File: src/logic/ads_pkg.sv
/*
 package for the converter register block: bus addresses, csr field
 positions, reset values and conversion lengths in states.
 assumes one state equals one system clock when the peripheral clock
 runs at full rate.
*/
package ads_pkg;

   // byte addresses on the internal 8-bit bus
   localparam logic [15:0] ADDR_RES_A_HI = 16'hffe0;
   localparam logic [15:0] ADDR_RES_D_LO = 16'hffe7;
   localparam logic [15:0] ADDR_CSR      = 16'hffe8;
   localparam logic [15:0] ADDR_TRG      = 16'hffe9;

   // conv_control_status field positions
   localparam int CSR_FLAG  = 7;
   localparam int CSR_IE    = 6;
   localparam int CSR_START = 5;
   localparam int CSR_SCAN  = 4;
   localparam int CSR_SPEED = 3;
   localparam int CSR_GROUP = 2;

   // trigger_control field position and reset values
   localparam int          TRG_ENABLE   = 7;
   localparam logic [6:0]  TRG_RESERVED = 7'h7f;
   localparam logic [7:0]  CSR_RESET    = 8'h00;
   localparam logic [7:0]  UNMAPPED     = 8'h00;

   // result layout: left-justified, lsb of result at bit 6
   localparam int RES_WIDTH = 10;
   localparam int RES_LSB   = 6;

   // conversion lengths in states at full peripheral rate
   localparam logic [8:0] LEN_FIRST_SLOW = 9'd266;
   localparam logic [8:0] LEN_FIRST_FAST = 9'd134;
   localparam logic [8:0] LEN_NEXT_SLOW  = 9'd256;
   localparam logic [8:0] LEN_NEXT_FAST  = 9'd128;

endpackage

File: src/logic/ads_regs.sv
/*
 register side and sequencer of the 10-bit eight-input converter:
 result registers, control/status, trigger control, conversion timing.
 assumes the analogue macro presents a settled result on ana_result by
 the last state of a conversion, and an 8-bit bus whose reads and writes
 are one-cycle strobes on clock.
*/
`timescale 1ns/100ps
module ads_regs
   import ads_pkg::*;
(
   input  wire logic                 clock,
   input  wire logic                 rst,
   input  wire logic                 standby,
   input  wire logic                 periph_half,
   input  wire logic [15:0]          bus_addr,
   input  wire logic [7:0]           bus_wdata,
   input  wire logic                 bus_wr,
   input  wire logic                 bus_rd,
   output logic      [7:0]           bus_rdata,
   output logic                      bus_rvalid,
   input  wire logic                 ext_start_pin,
   input  wire logic [RES_WIDTH-1:0] ana_result,
   output logic      [2:0]           analog_channel,
   output logic                      conv_active,
   output logic                      end_of_conversion_irq
);
   typedef enum logic {st_idle, st_run} ads_state_t;

   ads_state_t  state;
   logic        conversion_end_flag;
   logic        end_irq_enable;
   logic        conversion_start_bit;
   logic        scan_mode;
   logic        speed_select;
   logic [2:0]  channel_select;
   logic        ext_start_enable;
   logic        flag_armed;
   logic        next_start;
   logic        half_phase;
   logic        state_tick;
   logic [8:0]  cnt;
   logic [1:0]  scan_idx;
   logic [2:0]  conv_idx;
   logic        conv_done;
   logic        scan_last;
   logic        flag_set;
   logic        trig_fall;
   logic        csr_wr;
   logic        csr_rd;
   logic        rd_q;
   logic [15:0] rd_addr_q;
   logic [15:0] mem_q;
   logic [7:0]  temp_low;
   logic [7:0]  csr_value;
   logic [7:0]  trg_value;
   logic        res_hit;

   assign csr_wr = bus_wr && bus_addr == ADDR_CSR;
   assign csr_rd = bus_rd && bus_addr == ADDR_CSR;
   assign csr_value = {conversion_end_flag, end_irq_enable, conversion_start_bit,
                       scan_mode, speed_select, channel_select};
   assign trg_value = {ext_start_enable, TRG_RESERVED};

   // falling edge on the start pin, already gated by the enable bit
   ads_trig_edge u_trig (
      .clock  (clock),
      .rst    (rst),
      .pin    (ext_start_pin),
      .enable (ext_start_enable),
      .fall   (trig_fall)
   );

   // state enable: every clock, or every other clock at half peripheral rate
   always_ff @(posedge clock or posedge rst) begin
      if (rst)
         half_phase <= 1'b0;
      else
         half_phase <= !half_phase;
   end
   assign state_tick = !periph_half || half_phase;

   // channel under conversion: whole select field, or group plus scan index
   assign conv_idx  = scan_mode ? {channel_select[CSR_GROUP], scan_idx}
                                : channel_select;
   assign scan_last = scan_idx == channel_select[1:0];
   assign conv_done = state == st_run && conversion_start_bit && state_tick && cnt == 9'd1;
   assign flag_set  = conv_done && (!scan_mode || scan_last);

   // start bit: engine clears it, then software, then the pin; pin wins
   always_comb begin
      next_start = conversion_start_bit;
      if (conv_done && !scan_mode)
         next_start = 1'b0;
      if (csr_wr)
         next_start = bus_wdata[CSR_START];
      if (trig_fall)
         next_start = 1'b1;
   end

   // control/status plain fields and start bit
   always_ff @(posedge clock or posedge rst) begin
      if (rst) begin
         {end_irq_enable, conversion_start_bit, scan_mode} <= 3'b000;
         {speed_select, channel_select} <= 4'h0;
      end else if (standby) begin
         {end_irq_enable, conversion_start_bit, scan_mode} <= 3'b000;
         {speed_select, channel_select} <= 4'h0;
      end else begin
         conversion_start_bit <= next_start;
         if (csr_wr) begin
            end_irq_enable <= bus_wdata[CSR_IE];
            scan_mode      <= bus_wdata[CSR_SCAN];
            speed_select   <= bus_wdata[CSR_SPEED];
            channel_select <= bus_wdata[2:0];
         end
      end
   end

   // end flag: a set in the same cycle as a clear wins
   always_ff @(posedge clock or posedge rst) begin
      if (rst) begin
         conversion_end_flag <= 1'b0;
         flag_armed          <= 1'b0;
      end else if (standby) begin
         conversion_end_flag <= 1'b0;
         flag_armed          <= 1'b0;
      end else begin
         if (flag_set)
            conversion_end_flag <= 1'b1;
         else if (csr_wr && !bus_wdata[CSR_FLAG] && flag_armed)
            conversion_end_flag <= 1'b0;
         if (csr_wr)
            flag_armed <= 1'b0;
         else if (csr_rd && conversion_end_flag)
            flag_armed <= 1'b1;
      end
   end

   // trigger enable; the other seven bits are constants
   always_ff @(posedge clock or posedge rst) begin
      if (rst)
         ext_start_enable <= 1'b0;
      else if (standby)
         ext_start_enable <= 1'b0;
      else if (bus_wr && bus_addr == ADDR_TRG)
         ext_start_enable <= bus_wdata[TRG_ENABLE];
   end

   // conversion sequencer; mode and speed are sampled live, so software
   // must stop conversion before changing them
   always_ff @(posedge clock or posedge rst) begin
      if (rst) begin
         state    <= st_idle;
         cnt      <= '0;
         scan_idx <= '0;
      end else if (standby) begin
         state    <= st_idle;
         scan_idx <= '0;
      end else begin
         case (state)
            st_idle: begin
               if (conversion_start_bit) begin
                  state    <= st_run;
                  scan_idx <= '0;
                  cnt      <= speed_select ? LEN_FIRST_FAST : LEN_FIRST_SLOW;
               end
            end
            st_run: begin
               if (!conversion_start_bit)
                  state <= st_idle;
               else if (conv_done) begin
                  if (!scan_mode)
                     state <= st_idle;
                  else begin
                     scan_idx <= scan_last ? 2'd0 : scan_idx + 2'd1;
                     cnt      <= speed_select ? LEN_NEXT_FAST : LEN_NEXT_SLOW;
                  end
               end else if (state_tick)
                  cnt <= cnt - 9'd1;
            end
            default: state <= st_idle;
         endcase
      end
   end

   // results land in the register paired with the input's low two bits
   ads_result_mem u_mem (
      .clock   (clock),
      .rst     (rst),
      .clear   (standby),
      .wr_en   (conv_done),
      .wr_idx  (conv_idx[1:0]),
      .wr_data (ana_result),
      .rd_idx  (bus_addr[2:1]),
      .rd_data (mem_q)
   );

   // analogue side: channel lags the select by one clock, harmless since
   // sampling starts many states into the conversion
   always_ff @(posedge clock or posedge rst) begin
      if (rst) begin
         analog_channel <= '0;
         conv_active    <= 1'b0;
      end else begin
         analog_channel <= conv_idx;
         conv_active    <= state == st_run && conversion_start_bit;
      end
   end

   assign end_of_conversion_irq = conversion_end_flag && end_irq_enable;

   // read pipeline: strobe, then memory word ready, then byte out
   assign res_hit = rd_addr_q >= ADDR_RES_A_HI && rd_addr_q <= ADDR_RES_D_LO;
   always_ff @(posedge clock or posedge rst) begin
      if (rst) begin
         rd_q      <= 1'b0;
         rd_addr_q <= '0;
      end else begin
         rd_q <= bus_rd;
         if (bus_rd)
            rd_addr_q <= bus_addr;
      end
   end

   // holding latch for the lower byte, loaded by every upper byte read
   always_ff @(posedge clock or posedge rst) begin
      if (rst)
         temp_low <= '0;
      else if (standby)
         temp_low <= '0;
      else if (rd_q && res_hit && !rd_addr_q[0])
         temp_low <= mem_q[7:0];
   end

   // read data mux; unmapped addresses answer zero
   always_ff @(posedge clock or posedge rst) begin
      if (rst) begin
         bus_rdata  <= '0;
         bus_rvalid <= 1'b0;
      end else begin
         bus_rvalid <= rd_q;
         if (rd_q) begin
            if (res_hit)
               bus_rdata <= rd_addr_q[0] ? temp_low : mem_q[15:8];
            else if (rd_addr_q == ADDR_CSR)
               bus_rdata <= csr_value;
            else if (rd_addr_q == ADDR_TRG)
               bus_rdata <= trg_value;
            else
               bus_rdata <= UNMAPPED;
         end
      end
   end

   // helper for the length check: cycles since the first conversion began
   logic [9:0] run_cycles;
   logic       first_conv;
   always_ff @(posedge clock or posedge rst) begin
      if (rst) begin
         run_cycles <= '0;
         first_conv <= 1'b0;
      end else if (state == st_idle) begin
         run_cycles <= '0;
         first_conv <= 1'b1;
      end else begin
         run_cycles <= run_cycles + 10'd1;
         if (conv_done)
            first_conv <= 1'b0;
      end
   end
endmodule

File: src/logic/ads_result_mem.sv
/*
 four result words, written by the conversion engine and read with a
 registered read port; words come out left-justified in 16 bits.
 assumes a single clock shared with the register block.
*/
`timescale 1ns/100ps
module ads_result_mem
   import ads_pkg::*;
(
   input  wire logic                 clock,
   input  wire logic                 rst,
   input  wire logic                 clear,
   input  wire logic                 wr_en,
   input  wire logic [1:0]           wr_idx,
   input  wire logic [RES_WIDTH-1:0] wr_data,
   input  wire logic [1:0]           rd_idx,
   output logic      [15:0]          rd_data
);
   logic [RES_WIDTH-1:0] word [4];

   // one storage word per result register
   for (genvar i = 0; i < 4; i++) begin : g_word
      always_ff @(posedge clock or posedge rst) begin
         if (rst)
            word[i] <= '0;
         else if (clear)
            word[i] <= '0;
         else if (wr_en && wr_idx == 2'(i))
            word[i] <= wr_data;
      end
   end

   // low six bits are fixed zeros, so nothing can ever set them
   always_ff @(posedge clock or posedge rst) begin
      if (rst)
         rd_data <= '0;
      else
         rd_data <= {word[rd_idx], 6'h00};
   end
endmodule

File: src/logic/ads_trig_edge.sv
/*
 external start pin: two-flop synchroniser, then a falling edge pulse
 gated by the enable bit.
 assumes the pin is asynchronous to clock and held at least two clocks.
*/
`timescale 1ns/100ps
module ads_trig_edge
   import ads_pkg::*;
(
   input  wire logic clock,
   input  wire logic rst,
   input  wire logic pin,
   input  wire logic enable,
   output logic      fall
);
   logic meta;
   logic sync;
   logic prev;

   // only sync looks at meta; the edge compares sync with prev
   always_ff @(posedge clock or posedge rst) begin
      if (rst) begin
         meta <= 1'b1;
         sync <= 1'b1;
         prev <= 1'b1;
      end else begin
         meta <= pin;
         sync <= meta;
         prev <= sync;
      end
   end

   assign fall = enable && prev && !sync;
endmodule

File: config.mk
export PLATFORM = sky130hd
export DESIGN_NAME = ads_regs
export DESIGN_NICKNAME = d
export VERILOG_FILES = /design/src/logic/ads_pkg.sv /design/src/logic/ads_regs.sv /design/src/logic/ads_result_mem.sv /design/src/logic/ads_trig_edge.sv
export SDC_FILE = /design/constraint.sdc
export NUM_CORES = 1
export LEC_CHECK = 0
export BUFFER_PORTS_ARGS = -buffer_cell sky130_fd_sc_hd__buf_2
export CAP_MARGIN = 10
export CORE_MARGIN = 5
export CORE_UTILIZATION = 43
export DETAILED_ROUTE_END_ITERATION = 7
export PLACE_DENSITY = 0.61
export SLEW_MARGIN = 20
export SYNTH_ARGS = -nofsm -noshare
export SYNTH_HDL_FRONTEND = slang
export SYNTH_HIERARCHICAL = 1
export SYNTH_SLANG_ARGS = --single-unit
export TNS_END_PERCENT = 1
File: constraint.sdc
create_clock -name clock -period 4 [get_ports clock]
set_input_delay 0 -clock clock [delete_from_list [all_inputs] [get_ports clock]]
set_output_delay 0 -clock clock [all_outputs]
set_load 0.005 [all_outputs]
==> summary.txt, run 1 <==
Status
  – Status: complete, no violations

Placed design
  – HPWL after DPL: 7775 um
  – GP Congestion: 0.9163
  – Port Buf Inserts: 54
  – Post-DP Area: 0.005743 mm^2

Clock tree
  – Number of gates resized after CTS: 0
  – CTS tree: done
  – Clock transition at path regs: 0.05 ns
  – Max Buffers Root-to-Sink: 2
  – H-tree levels: 4
  – Setup Fix Bufs, Post-CTS: 0
  – Clk sinks: 114
  – Clock Tree Root: clkbuf_16
  – TritonCTS Buffers: 17
  – Clock latency on the worst-skew pair: 0.41 ns

Timing
  – Final setup TNS: 0 ns
  – Final period util: 68.24%
  – RSZ-0062 raised after global routing: no
  – Fmax: 366.4 MHz
  – Final hold slack: 0.09385 ns
  – Hold Fails Final Rpt: 0
  – Slew Viols, Final: 0
  – Relative slew slack: 41.38%
  – Slew of the pin with the lowest slew margin: 0.8782 ns
  – Clk_skew: 0.006060 ns
  – Fin crit period: 2.730 ns
  – # setup viols final: 0

Cells and area
  – Storage element area: 0.002856 mm^2
  – # fillers: 1036
  – Layout cell share with drive strength beyond 1: 23.14%
  – Final Net Count: 597
  – Area growth, synth to finish: 25.63%
  – N_diodes: 0
  – Final instance area: 0.006734 mm^2
  – Multi-input gate area: 0.002326 mm^2

Detailed routing
  – Via count: 3773
  – Top layer in use: met4
  – Post-route ant nets: 0
  – Number of detailed-route iterations in the first pass: 4
  – WL/cell: 16.00 um
  – WL final: 11740 um
  – Met2 WL: 5353 um
  – DRT iter0 DRCs: 292
  – Vias per std cell: 5.140
  – DRC violations left: 0
  – M1 wire length: 5612 um
  – Met3 routed WL: 600 um

Critical path
  – CP max FO: 14
  – Crit path DAT: 3.02 ns
  – Worst setup EP type: flop
  – Crit path cell chain: or4_4 -> or4_4 -> clkinv_4 -> nand2_1 -> a211oi_1 -> a211oi_1 -> dlygate4sd3_1
  – Worst Setup Path Type: flop to flop
  – CP required: 4.29 ns
  – Slowest stage delay, CP: 0.57 ns
  – Slowest-stage cell, CP: or4_4
  – CP startpoint kind: flop
  – R2r setup slk: 1.27 ns

GRT
  – Grt ovf: 0
  – Gr usage total: 17.16%
  – Largest net degree at the start of global routing: 63
  – Antenna violations before repair: 0
  – Wire length of the first global-routing pass: 19720 um
  – Vias in the first global route: 3965

Power and ir drop
  – Peak supply drop: 0.0003060 V
  – Sequential share of power: 43.5%
  – Sw Ratio: 20.91%
  – Switching power total: 578.1 uW
  – Internal: 2187 uW
  – Clock Power Share: 50.9%
  – Lkg Pwr: 0.003233 uW
  – PwrDens: 410.6 mW/mm^2
  – Gate power share: 5.5%

Floorplanning
  – IO Pins: 55
  – Core footprint: 0.01211 mm^2
  – Initial Utilization: 44.26%
  – Placement Rows: 40
  – Die span in y: 121.7 um
  – Die Wd: 121.7 um
  – Die area: 0.01480 mm^2

Synthesis
  – Library cells used by synthesis: 49
  – FF+latch count, synth: 114
  – Synthesized area: 0.005360 mm^2
  – Cells after synthesis: 458
  – Number of synthesized flops with an enable pin: 0
  – Seq/Total Area, Yosys: 53.29%
  – Synth Warn #: 6
  – Average size of a mapped cell: 11.70 um^2
  – Ys async rst share: 100.0%
  – Ys flop type: dfrtp_1

Hold path
  – Hold Crit Class: input port to flop

Job
  – Max_cap viols: 0
==> worst paths after layout <==
path	cells after the start	endpoint	startpoint
worst min-delay path	2	u_mem/rd_data[13]$_DFF_PP0_	bus_addr[2]
min in group asynchronous	3	scan_idx[0]$_DFFE_PP0P_	rst
worst max-delay path	7	conversion_start_bit$_DFFE_PP0P_	cnt[4]$_DFFE_PP0P_
max in group asynchronous	4	rd_addr_q[9]$_DFFE_PP0P_	rst
worst min register to register	0	u_trig/sync$_DFF_PP1_	u_trig/meta$_DFF_PP1_
worst max register to register	7	conversion_start_bit$_DFFE_PP0P_	cnt[4]$_DFFE_PP0P_
==> placed cells by master, fill, tap and decap left out, types with 16 or more instances in the layout <==
cell type,count
dlygate4sd3_1,43
mux2i_1,56
o21ai_0,20
clkbuf_16,17
nand2b_1,52
buf_2,54
mux2_2,26
nor2_1,36
dfrtp_1,111
nand2_1,16
==> cell type report <==
type / instances / share of cell area [%]
tap: 168 / 3.122
timing repair buffer: 100 / 10.74
clock buffer: 26 / 7.562
inverter: 14 / 0.8733
clock inverter: 5 / 0.7432
sequential: 114 / 42.42
multi-input combinational: 307 / 34.54
==> worst max-delay path, delay by kind of cell (launching register included) <==
kind            cells  cell delay [ns]
simple gates        3             1.19
flops               1             0.42
compound gates      2             0.30
buf+inv             2             0.69
==> per-layer routing <==
layer,track usage [%],vias up
met5,0,-
met4,6.863,0
met3,5.200,16
met2,26.22,96
met1,22.93,1859
li1,-,1802
==> repair_timing <==
action / in CTS / in global routing
hold buffers: 43 / 0
hold endpoints to repair: 129 / 0
setup endpoints to repair: 0 / 0
==> Yosys cell counts, drive strengths merged (3+ instances only) <==
cell / instances / share of area, %
a211oi: 4 / 0.56
a21oi: 8 / 0.75
a31oi: 11 / 1.6
buf: 12 / 1.5
clkbuf: 16 / 1.1
dfrtp: 111 / 52
dfstp: 3 / 1.5
inv: 13 / 0.91
mux2: 26 / 5.5
mux2i: 56 / 10
mux4: 10 / 4.2
nand2: 16 / 1.1
nand2b: 52 / 6.1
nand3: 5 / 0.47
nand3b: 3 / 0.42
nand4: 5 / 0.58
nand4b: 4 / 0.65
nor2: 36 / 2.5
nor3: 7 / 0.65
nor4: 3 / 0.35
o21ai: 24 / 2.2
or4: 5 / 0.91
==> state kept, by name, indices dropped and copies added, names as in the netlist, 2 cells and up <==
signal and cells:
u_mem/rd_data 10, analog_channel 3, scan_idx 2, channel_select 3, u_mem/word 40, rd_addr_q 16, temp_low 8, bus_rdata 8
cnt 9
==> per-stage QoR <==
step / cells / setup slack [ns] / total power [uW] / util, %
6_report: 734 / 1.270 / 2765 / 55.60
2_1_floorplan: 463 / 1.611 / 1300 / -
3_5_place_dp: 660 / 1.333 / 1350 / 47.42
5_1_grt: 734 / 1.197 / 2880 / 55.60
4_1_cts: 734 / 1.270 / 2797 / 55.59
3_3_place_gp: 660 / 1.388 / 1346 / 47.42
==> kinds of logic (layout without fill, tap and decap cells) <==
group / after synthesis / in the layout / share of synthesized area (%)
xor+xnor: 2 / 2 / 0.3269
simple gates: 150 / 150 / 15.71
other cells: 1 / 6 / 0.06996
compound gates: 55 / 55 / 6.349
flops: 114 / 114 / 53.29
buf+inv: 42 / 145 / 3.665
fa+ha+maj: 2 / 2 / 0.4668
mux: 92 / 92 / 20.12
==> power groups by stage <==
stage | sequential (uW) | clock [uW] | combinational [uW]
finish | 1200 | 1410 | 153
global route | 1210 | 1500 | 170
CTS | 1200 | 1440 | 156
detailed placement | 1220 | 0 | 128
global placement | 1220 | 0 | 125
floorplan | 1210 | 0 | 89.8
No activity file was read; power rests on OpenSTA's default activity.
==> run 2, diff against run 1 <==
Settings changed: ABC_AREA from default to 1.
Clock period 4 ns to 2.65 ns, I/O delays scaled along.
==> run 2 against run 1 <==
First-iteration DRC count grew 15%. Clock-buffer cell count shrank 3. Hold slack worse by 0.071 ns. Cell count grew 38%. Core utilization is 0.79 points lower. Die area is 7.0% higher. Critical path type is now input port to flop. Largest power group unchanged.
==> summary.txt, run 2 <==
GRT
  – Largest net degree at the start of global routing: 51 (was 63)
  – Wire length of the first global-routing pass: 24330 um (was 19720 um)
  – Vias in the first global route: 4955 (was 3965)
  – Antenna violations before repair: 0 (unchanged)
  – Grt ovf: 0 (unchanged)
  – Gr usage total: 19.08% (was 17.16%)

Timing
  – Hold Fails Final Rpt: 0 (unchanged)
  – Final period util: 82.44%
  – Clk_skew: 0.005752 ns (was 0.006060 ns)
  – Slew of the pin with the lowest slew margin: 0.8699 ns (was 0.8782 ns)
  – RSZ-0062 raised after global routing: no (unchanged)
  – Final setup TNS: 0 ns (unchanged)
  – Relative slew slack: 41.94% (was 41.38%)
  – Fmax: 457.8 MHz
  – Slew Viols, Final: 0 (unchanged)
  – Fin crit period: 2.185 ns
  – # setup viols final: 0 (unchanged)
  – Setup slack after layout: 0.4654 ns (was 1.270 ns)

Synthesis
  – Cells after synthesis: 724 (was 458)
  – Post-synth top cells: nand2_1, nand3_1, dfrtp_1 (was dfrtp_1, mux2i_1, nand2b_1)
  – Synthesized area: 0.005771 mm^2 (was 0.005360 mm^2)
  – Average size of a mapped cell: 7.970 um^2 (was 11.70 um^2)
  – Yosys top cell area share: 48.14% (was 51.82%)
  – FF+latch count, synth: 114 (unchanged)
  – Seq/Total Area, Yosys: 49.50% (was 53.29%)
  – Synth area leader: dfrtp_1 (unchanged)
  – Number of synthesized flops with an enable pin: 0 (unchanged)
  – Synth Warn #: 6 (unchanged)
  – Library cells used by synthesis: 35 (was 49)
  – Most frequent cell after synthesis: nand2_1 (was dfrtp_1)
  – Ys async rst share: 100.0% (unchanged)
  – Area contributors post-synth: dfrtp_1, nand2_1, nand3_1 (was dfrtp_1, mux2i_1, nand2b_1)
  – Ys flop type: dfrtp_1 (unchanged)

Cells and area
  – Area growth, synth to finish: 25.28% (was 25.63%)
  – Max reg flops: 40 (unchanged)
  – Final Net Count: 864 (was 597)
  – # fillers: 1217 (was 1036)
  – N_diodes: 0 (unchanged)
  – Reg with most FFs: u_mem/word (unchanged)
  – Layout cell share with drive strength beyond 1: 17.39% (was 23.14%)
  – Multi-input gate area: 0.002460 mm^2 (was 0.002326 mm^2)
  – Most common cell after layout, fill and taps aside: nand2_1 (was dfrtp_1)
  – Most frequent cells in the layout: nand2_1, nand3_1, dfrtp_1 (was dfrtp_1, mux2i_1, buf_2)
  – Storage element area: 0.002856 mm^2 (unchanged)
  – Top flop regs: u_mem/word x40, rd_addr_q x16, u_mem/rd_data x10 (unchanged)

Critical path
  – Worst setup EP type: flop (unchanged)
  – Crit path DAT: 2.53 ns (was 3.02 ns)
  – R2r setup slk: 0.48 ns (was 1.27 ns)
  – Reg2Reg Depth: 8 (was 7)
  – CP startpoint kind: input port (was flop)
  – Reg-to-reg endpoint: u_mem/word[14]$_DFFE_PP0P_ (was conversion_start_bit$_DFFE_PP0P_)
  – Crit Reg-Reg Startpoint: state$_DFF_PP0_ (was cnt[4]$_DFFE_PP0P_)
  – Worst Setup Path Type: input port to flop (was flop to flop)
  – CP max FO: 4 (was 14)
  – CP required: 3.00 ns (was 4.29 ns)

Clock tree
  – Setup Fix Bufs, Post-CTS: 0 (unchanged)
  – Max Buffers Root-to-Sink: 2 (unchanged)
  – H-tree levels: 4 (unchanged)
  – TritonCTS Buffers: 17 (unchanged)
  – CTS tree: done (unchanged)
  – Clk sinks: 114 (unchanged)
  – Clock latency on the worst-skew pair: 0.42 ns (was 0.41 ns)
  – Clock Tree Root: clkbuf_16 (unchanged)
  – Clock transition at path regs: 0.05 ns (about the same)

Power and ir drop
  – Lkg Pwr: 0.003812 uW (was 0.003233 uW)
  – Peak supply drop: 0.0004813 V (was 0.0003060 V)
  – PwrDens: 653.1 mW/mm^2 (was 410.6 mW/mm^2)

Floorplanning
  – Initial Utilization: 43.75% (was 44.26%)
  – Die span in y: 125.8 um (was 121.7 um)
  – IO Pins: 55 (unchanged)
  – Die area: 0.01584 mm^2 (was 0.01480 mm^2)
  – Placement Rows: 42 (was 40)
  – Core footprint: 0.01319 mm^2 (was 0.01211 mm^2)
  – Die Wd: 125.8 um (was 121.7 um)

Detailed routing
  – Post-route ant nets: 0 (unchanged)
  – Via count: 4991 (was 3773)
  – DRC violations left: 0 (unchanged)
  – WL final: 14520 um (was 11740 um)
  – Vias per std cell: 4.942 (was 5.140)
  – WL/cell: 14.38 um (was 16.00 um)
  – Number of detailed-route iterations in the first pass: 5 (was 4)
  – DRT iter0 DRCs: 337 (was 292)

Job
  – Max_cap viols: 0 (unchanged)

Status
  – Status: complete, no violations (unchanged)

Hold path
  – Hold Crit Class: input port to flop (unchanged)
  – WHS Endpoint: conversion_end_flag$_DFFE_PP0P_ (was u_mem/rd_data[13]$_DFF_PP0_)
  – Worst hold stages: 2 (unchanged)
  – Hold wc startpoint: standby (was bus_addr[2])

Placed design
  – Place WS: 0.4796 ns (was 1.333 ns)
  – GP Congestion: 0.8597 (was 0.9163)
  – HPWL after DPL: 10060 um (was 7775 um)
  – Port Buf Inserts: 54 (unchanged)
[run 2: cell types whose count changed after synthesis, sizes merged, moves of 5 or more]
cell,previous run,this run
a31oi,11,0
buf,12,22
clkbuf,16,7
inv,13,80
mux2,26,10
mux2i,56,7
mux4,10,0
nand2,16,219
nand2b,52,0
nand3,5,133
nand4,5,15
nor2,36,60
or2,1,10
or4,5,0
[run 2: layer usage]
metal	up-vias	global-route usage, %	share of wire (%)
li1	2491	-	-
met1	2347	24.99	44
met2	134	30.81	49
met3	19	5.504	5.8
met4	0	5.994	1.4
met5	-	0	0
[run 2: per-stage QoR]
step | instance area [um^2] | cells | util [%] | total power, uW | hold WS, ns
after floorplan | 5789 | 729 | - | 2127 | -0.06671
after global placement | 6170 | 937 | 46.77 | 2231 | 0.09880
after detailed placement | 6170 | 937 | 46.77 | 2241 | 0.1138
after CTS | 7228 | 1010 | 54.80 | 4764 | 0.01826
after global routing | 7229 | 1010 | 54.81 | 4916 | 0.03072
final | 7229 | 1010 | 54.81 | 4721 | 0.02303
[run 2: layout make-up]
cell class,count,area share [%]
clock buffers,23,6.888
clock inverters,9,2.077
inverters,82,4.309
multi-input cells,504,34.03
flip-flops and latches,114,39.51
well taps,176,3.046
repair buffers,102,10.14
[run 2: timing repair]
item                                   CTS  global route
endpoints found under the hold margin  135             0
resized for setup                        0             0
hold buffers                            41             0
[run 2: how the worst max path moves through the flow]
stage	startpoint	to	slack [ns]	cells past startpoint
floorplan	cnt[1]$_DFFE_PP0P_	u_mem/word[10]$_DFFE_PP0P_	1.10	11
global placement	state$_DFF_PP0_	u_mem/word[11]$_DFFE_PP0P_	0.51	8
detailed placement	state$_DFF_PP0_	u_mem/word[11]$_DFFE_PP0P_	0.48	8
CTS	state$_DFF_PP0_	u_mem/word[11]$_DFFE_PP0P_	0.47	8
global route	state$_DFF_PP0_	u_mem/word[18]$_DFFE_PP0P_	0.24	8
finish	bus_addr[2]	channel_select[2]$_DFFE_PP0P_	0.47	11
[run 2: cell families (layout without fill, tap and decap cells)]
| logic type | Yosys count | after routing | synth area share [%] |
|---|---|---|---|
| simple gates | 444 | 444 | 35.26 |
| flops | 114 | 114 | 49.50 |
| buf+inv | 111 | 216 | 8.196 |
| compound gates | 31 | 31 | 2.775 |
| mux | 17 | 17 | 3.166 |
| xor+xnor | 4 | 4 | 0.6070 |
| fa+ha+maj | 2 | 2 | 0.4336 |
| other cells | 1 | 6 | 0.06499 |
[run 2: report_power, final]
group          leakage (uW)  switching, uW  internal, uW
combinational       0.00201            237           148
clock              0.000315            777          1690
sequential          0.00149           50.2          1820
total               0.00381           1060          3660
[run 2: worst max-delay path: stages]
cell	delay, ns
dlygate4sd3_1	0.53
buf_2	0.15
inv_1	0.05
nand2_1	0.05
nor2_1	0.11
nand2_1	0.10
nor2_2	0.17
nand3_1	0.10
dlygate4sd3_1	0.57
a21oi_1	0.13
dlygate4sd3_1	0.56
==> run 3, diff against run 2 <==
Settings changed: ABC_AREA 1 to 0.
Clock period 2.65 ns to 2.3 ns, I/O delays scaled along.
==> run 3 against run 2 <==
The flow now finishes with violations (setup timing). First-iteration DRC count shrank 14%. Via count shrank 24%. Clock-buffer cell count shrank 1. Routed wire length shrank 18%. Critical path depth shrank 5. Cell count shrank 25%. Sequential share of layout area grew 1.5 points. Global-route usage shrank 1.4 points. Combinational power shrank 28%. Die area shrank 6.6%. Register-to-register slack lost 0.52 ns. Flip-flop and latch count is the same. Critical path type is now flop to flop. Largest cell class unchanged.
==> summary.txt, run 3 (same netlist as run 1, synthesis figures left out) <==
Status
  – Status: finished, violations left (was complete, no violations)
  – Failing checks: setup timing

Floorplanning
  – Initial Utilization: 44.26% (was 43.75%)
  – IO Pins: 55 (unchanged)
  – Die area: 0.01480 mm^2 (was 0.01584 mm^2)
  – Die Wd: 121.7 um (was 125.8 um)
  – Placement Rows: 40 (was 42)
  – Die span in y: 121.7 um (was 125.8 um)
  – Core footprint: 0.01211 mm^2 (was 0.01319 mm^2)

Placed design
  – Port Buf Inserts: 54 (unchanged)
  – HPWL after DPL: 8116 um (was 10060 um)
  – Post-DP Area: 0.005951 mm^2 (was 0.006170 mm^2)
  – GP Congestion: 0.9232 (was 0.8597)
  – Post-Place Cells: 682 (was 937)
  – Place WS: -0.03415 ns (was 0.4796 ns)

Detailed routing
  – WL/cell: 15.91 um (was 14.38 um)
  – DRT iter0 DRCs: 290 (was 337)
  – Post-route ant nets: 0 (unchanged)
  – WL final: 11980 um (was 14520 um)
  – Vias per std cell: 5.061 (was 4.942)
  – Number of detailed-route iterations in the first pass: 4 (was 5)
  – Via count: 3811 (was 4991)
  – DRC violations left: 0 (unchanged)

Power and ir drop
  – Peak supply drop: 0.0008517 V (was 0.0004813 V)
  – Lkg Pwr: 0.003349 uW (was 0.003812 uW)
  – PwrDens: 705.7 mW/mm^2 (was 653.1 mW/mm^2)

Clock tree
  – Max Buffers Root-to-Sink: 2 (unchanged)
  – Clock Tree Root: clkbuf_16 (unchanged)
  – Clock transition at path regs: 0.05 ns (about the same)
  – H-tree levels: 4 (unchanged)
  – Clk sinks: 114 (unchanged)
  – CTS tree: done (unchanged)
  – Setup Fix Bufs, Post-CTS: 0 (unchanged)
  – TritonCTS Buffers: 17 (unchanged)
  – Clock latency on the worst-skew pair: 0.40 ns (was 0.42 ns)

Job
  – Max_cap viols: 0 (unchanged)

Critical path
  – Crit-path leading delay family: simple AND/OR/NAND/NOR gates (was buffers and inverters)
  – Worst Setup Path Type: flop to flop (was input port to flop)
  – Buf+Inv Stages, Crit Path: 2 (was 5)
  – CP max FO: 10 (was 4)
  – Crit path DAT: 2.62 ns (was 2.53 ns)
  – CP required: 2.58 ns (was 3.00 ns)
  – Most frequent CP cell: or4_4 (was dlygate4sd3_1)
  – CP startpoint kind: flop (was input port)
  – Crit path cell chain: or4_4 -> or4_4 -> clkinv_4 -> or3b_4 -> buf_12 -> mux2i_2 (was dlygate4sd3_1 -> buf_2 -> inv_1 -> nand2_1 -> nor2_1 -> nand2_1 -> nor2_2 -> nand3_1 -> dlygate4sd3_1 -> a21oi_1 -> dlygate4sd3_1)
  – Worst path depth: 6 (was 11)
  – Reg2Reg Depth: 6 (was 8)
  – Worst setup EP type: flop (unchanged)
  – Slowest stage delay, CP: 0.53 ns (was 0.57 ns)
  – Slowest-stage cell, CP: or4_4 (was dlygate4sd3_1)

Cells and area
  – Final core occ: 57.56% (was 54.81%)
  – Reg with most FFs: u_mem/word (unchanged)
  – Most frequent cells in the layout: dfrtp_1, mux2i_1, buf_2 (was nand2_1, nand3_1, dfrtp_1)
  – # fillers: 1000 (was 1217)
  – N_diodes: 0 (unchanged)
  – Final instance area: 0.006972 mm^2 (was 0.007229 mm^2)
  – Max reg flops: 40 (unchanged)
  – Area growth, synth to finish: 30.07% (was 25.28%)
  – Layout Cells excl Fill: 753 (was 1010)
  – Layout cell share with drive strength beyond 1: 28.38% (was 17.39%)
  – Final Net Count: 615 (was 864)
  – Top flop regs: u_mem/word x40, rd_addr_q x16, u_mem/rd_data x10 (unchanged)
  – Most common cell after layout, fill and taps aside: dfrtp_1 (was nand2_1)

GRT
  – Gr usage total: 17.66% (was 19.08%)
  – Vias in the first global route: 4071 (was 4955)
  – Wire length of the first global-routing pass: 20560 um (was 24330 um)
  – Grt ovf: 0 (unchanged)
  – Largest net degree at the start of global routing: 64 (was 51)
  – Antenna violations before repair: 0 (unchanged)

Timing
  – Fin crit period: 2.340 ns
  – Clk_skew: 0.008913 ns (was 0.005752 ns)
  – Final setup TNS: -0.09948 ns (was 0 ns)
  – Slew of the pin with the lowest slew margin: 0.6586 ns (was 0.8699 ns)
  – # setup viols final: 9 (was 0)
  – Relative slew slack: 56.09% (was 41.94%)
  – Setup slack after layout: -0.04026 ns (was 0.4654 ns)
  – Hold Fails Final Rpt: 0 (unchanged)
  – Slew Viols, Final: 0 (unchanged)
  – Fmax: 427.3 MHz
  – Final period util: 101.8%
  – RSZ-0062 raised after global routing: yes (was no)

Hold path
  – Worst hold stages: 2 (unchanged)
  – Hold Crit Class: input port to flop (unchanged)
run 3: through the flow:
step / power [uW] / hold slack (ns)
after floorplan: 2261 / -0.06671
after global placement: 2349 / 0.09127
after detailed placement: 2357 / 0.09751
after CTS: 4973 / 0.08730
after global routing: 5122 / 0.08388
final: 4920 / 0.09568
run 3: per-layer routing:
metal | GRT usage (%) | share of wire, %
met4 | 4.902 | 1.0
met3 | 5.153 | 5.4
met5 | 0 | 0
met2 | 27.01 | 47
met1 | 24.66 | 47
run 3: what timing repair did:
item	CTS	global route
gates resized for setup	3	12
endpoints found under the hold margin	118	0
pin swaps	1	3
hold buffers	39	0
endpoints found under the setup margin	12	25
run 3: cell type report:
cell class	count	area (um^2)	area share (%)
Tap cell	168	210.2	3.015
Clock inverter	10	107.6	1.543
Sequential cell	114	2856	40.97
Inverter	14	57.56	0.8256
Timing Repair Buffer	118	904.6	12.98
Multi-Input combinational cell	307	2361	33.87
Clock buffer	22	474.2	6.802
run 3: path summary, 6_finish.rpt:
check / start / endpoint / slack, ns
max: cnt[7]$_DFFE_PP0P_ / u_mem/word[37]$_DFFE_PP0P_ / -0.04
min reg2reg: u_trig/sync$_DFF_PP1_ / u_trig/prev$_DFF_PP1_ / 0.37
max reg2reg: cnt[7]$_DFFE_PP0P_ / u_mem/word[37]$_DFFE_PP0P_ / -0.04
min: bus_addr[2] / u_mem/rd_data[15]$_DFF_PP0_ / 0.1
min in group asynchronous: rst / analog_channel[2]$_DFF_PP0_ / 0.23
max in group asynchronous: rst / u_mem/word[31]$_DFFE_PP0P_ / 1.41
run 3: where the power goes:
part	switching, uW	leakage (uW)	internal [uW]
Combinational	133	0.00156	146
Clock	884	0.000282	1670
Sequential	37.5	0.00151	2050
Total	1050	0.00335	3870
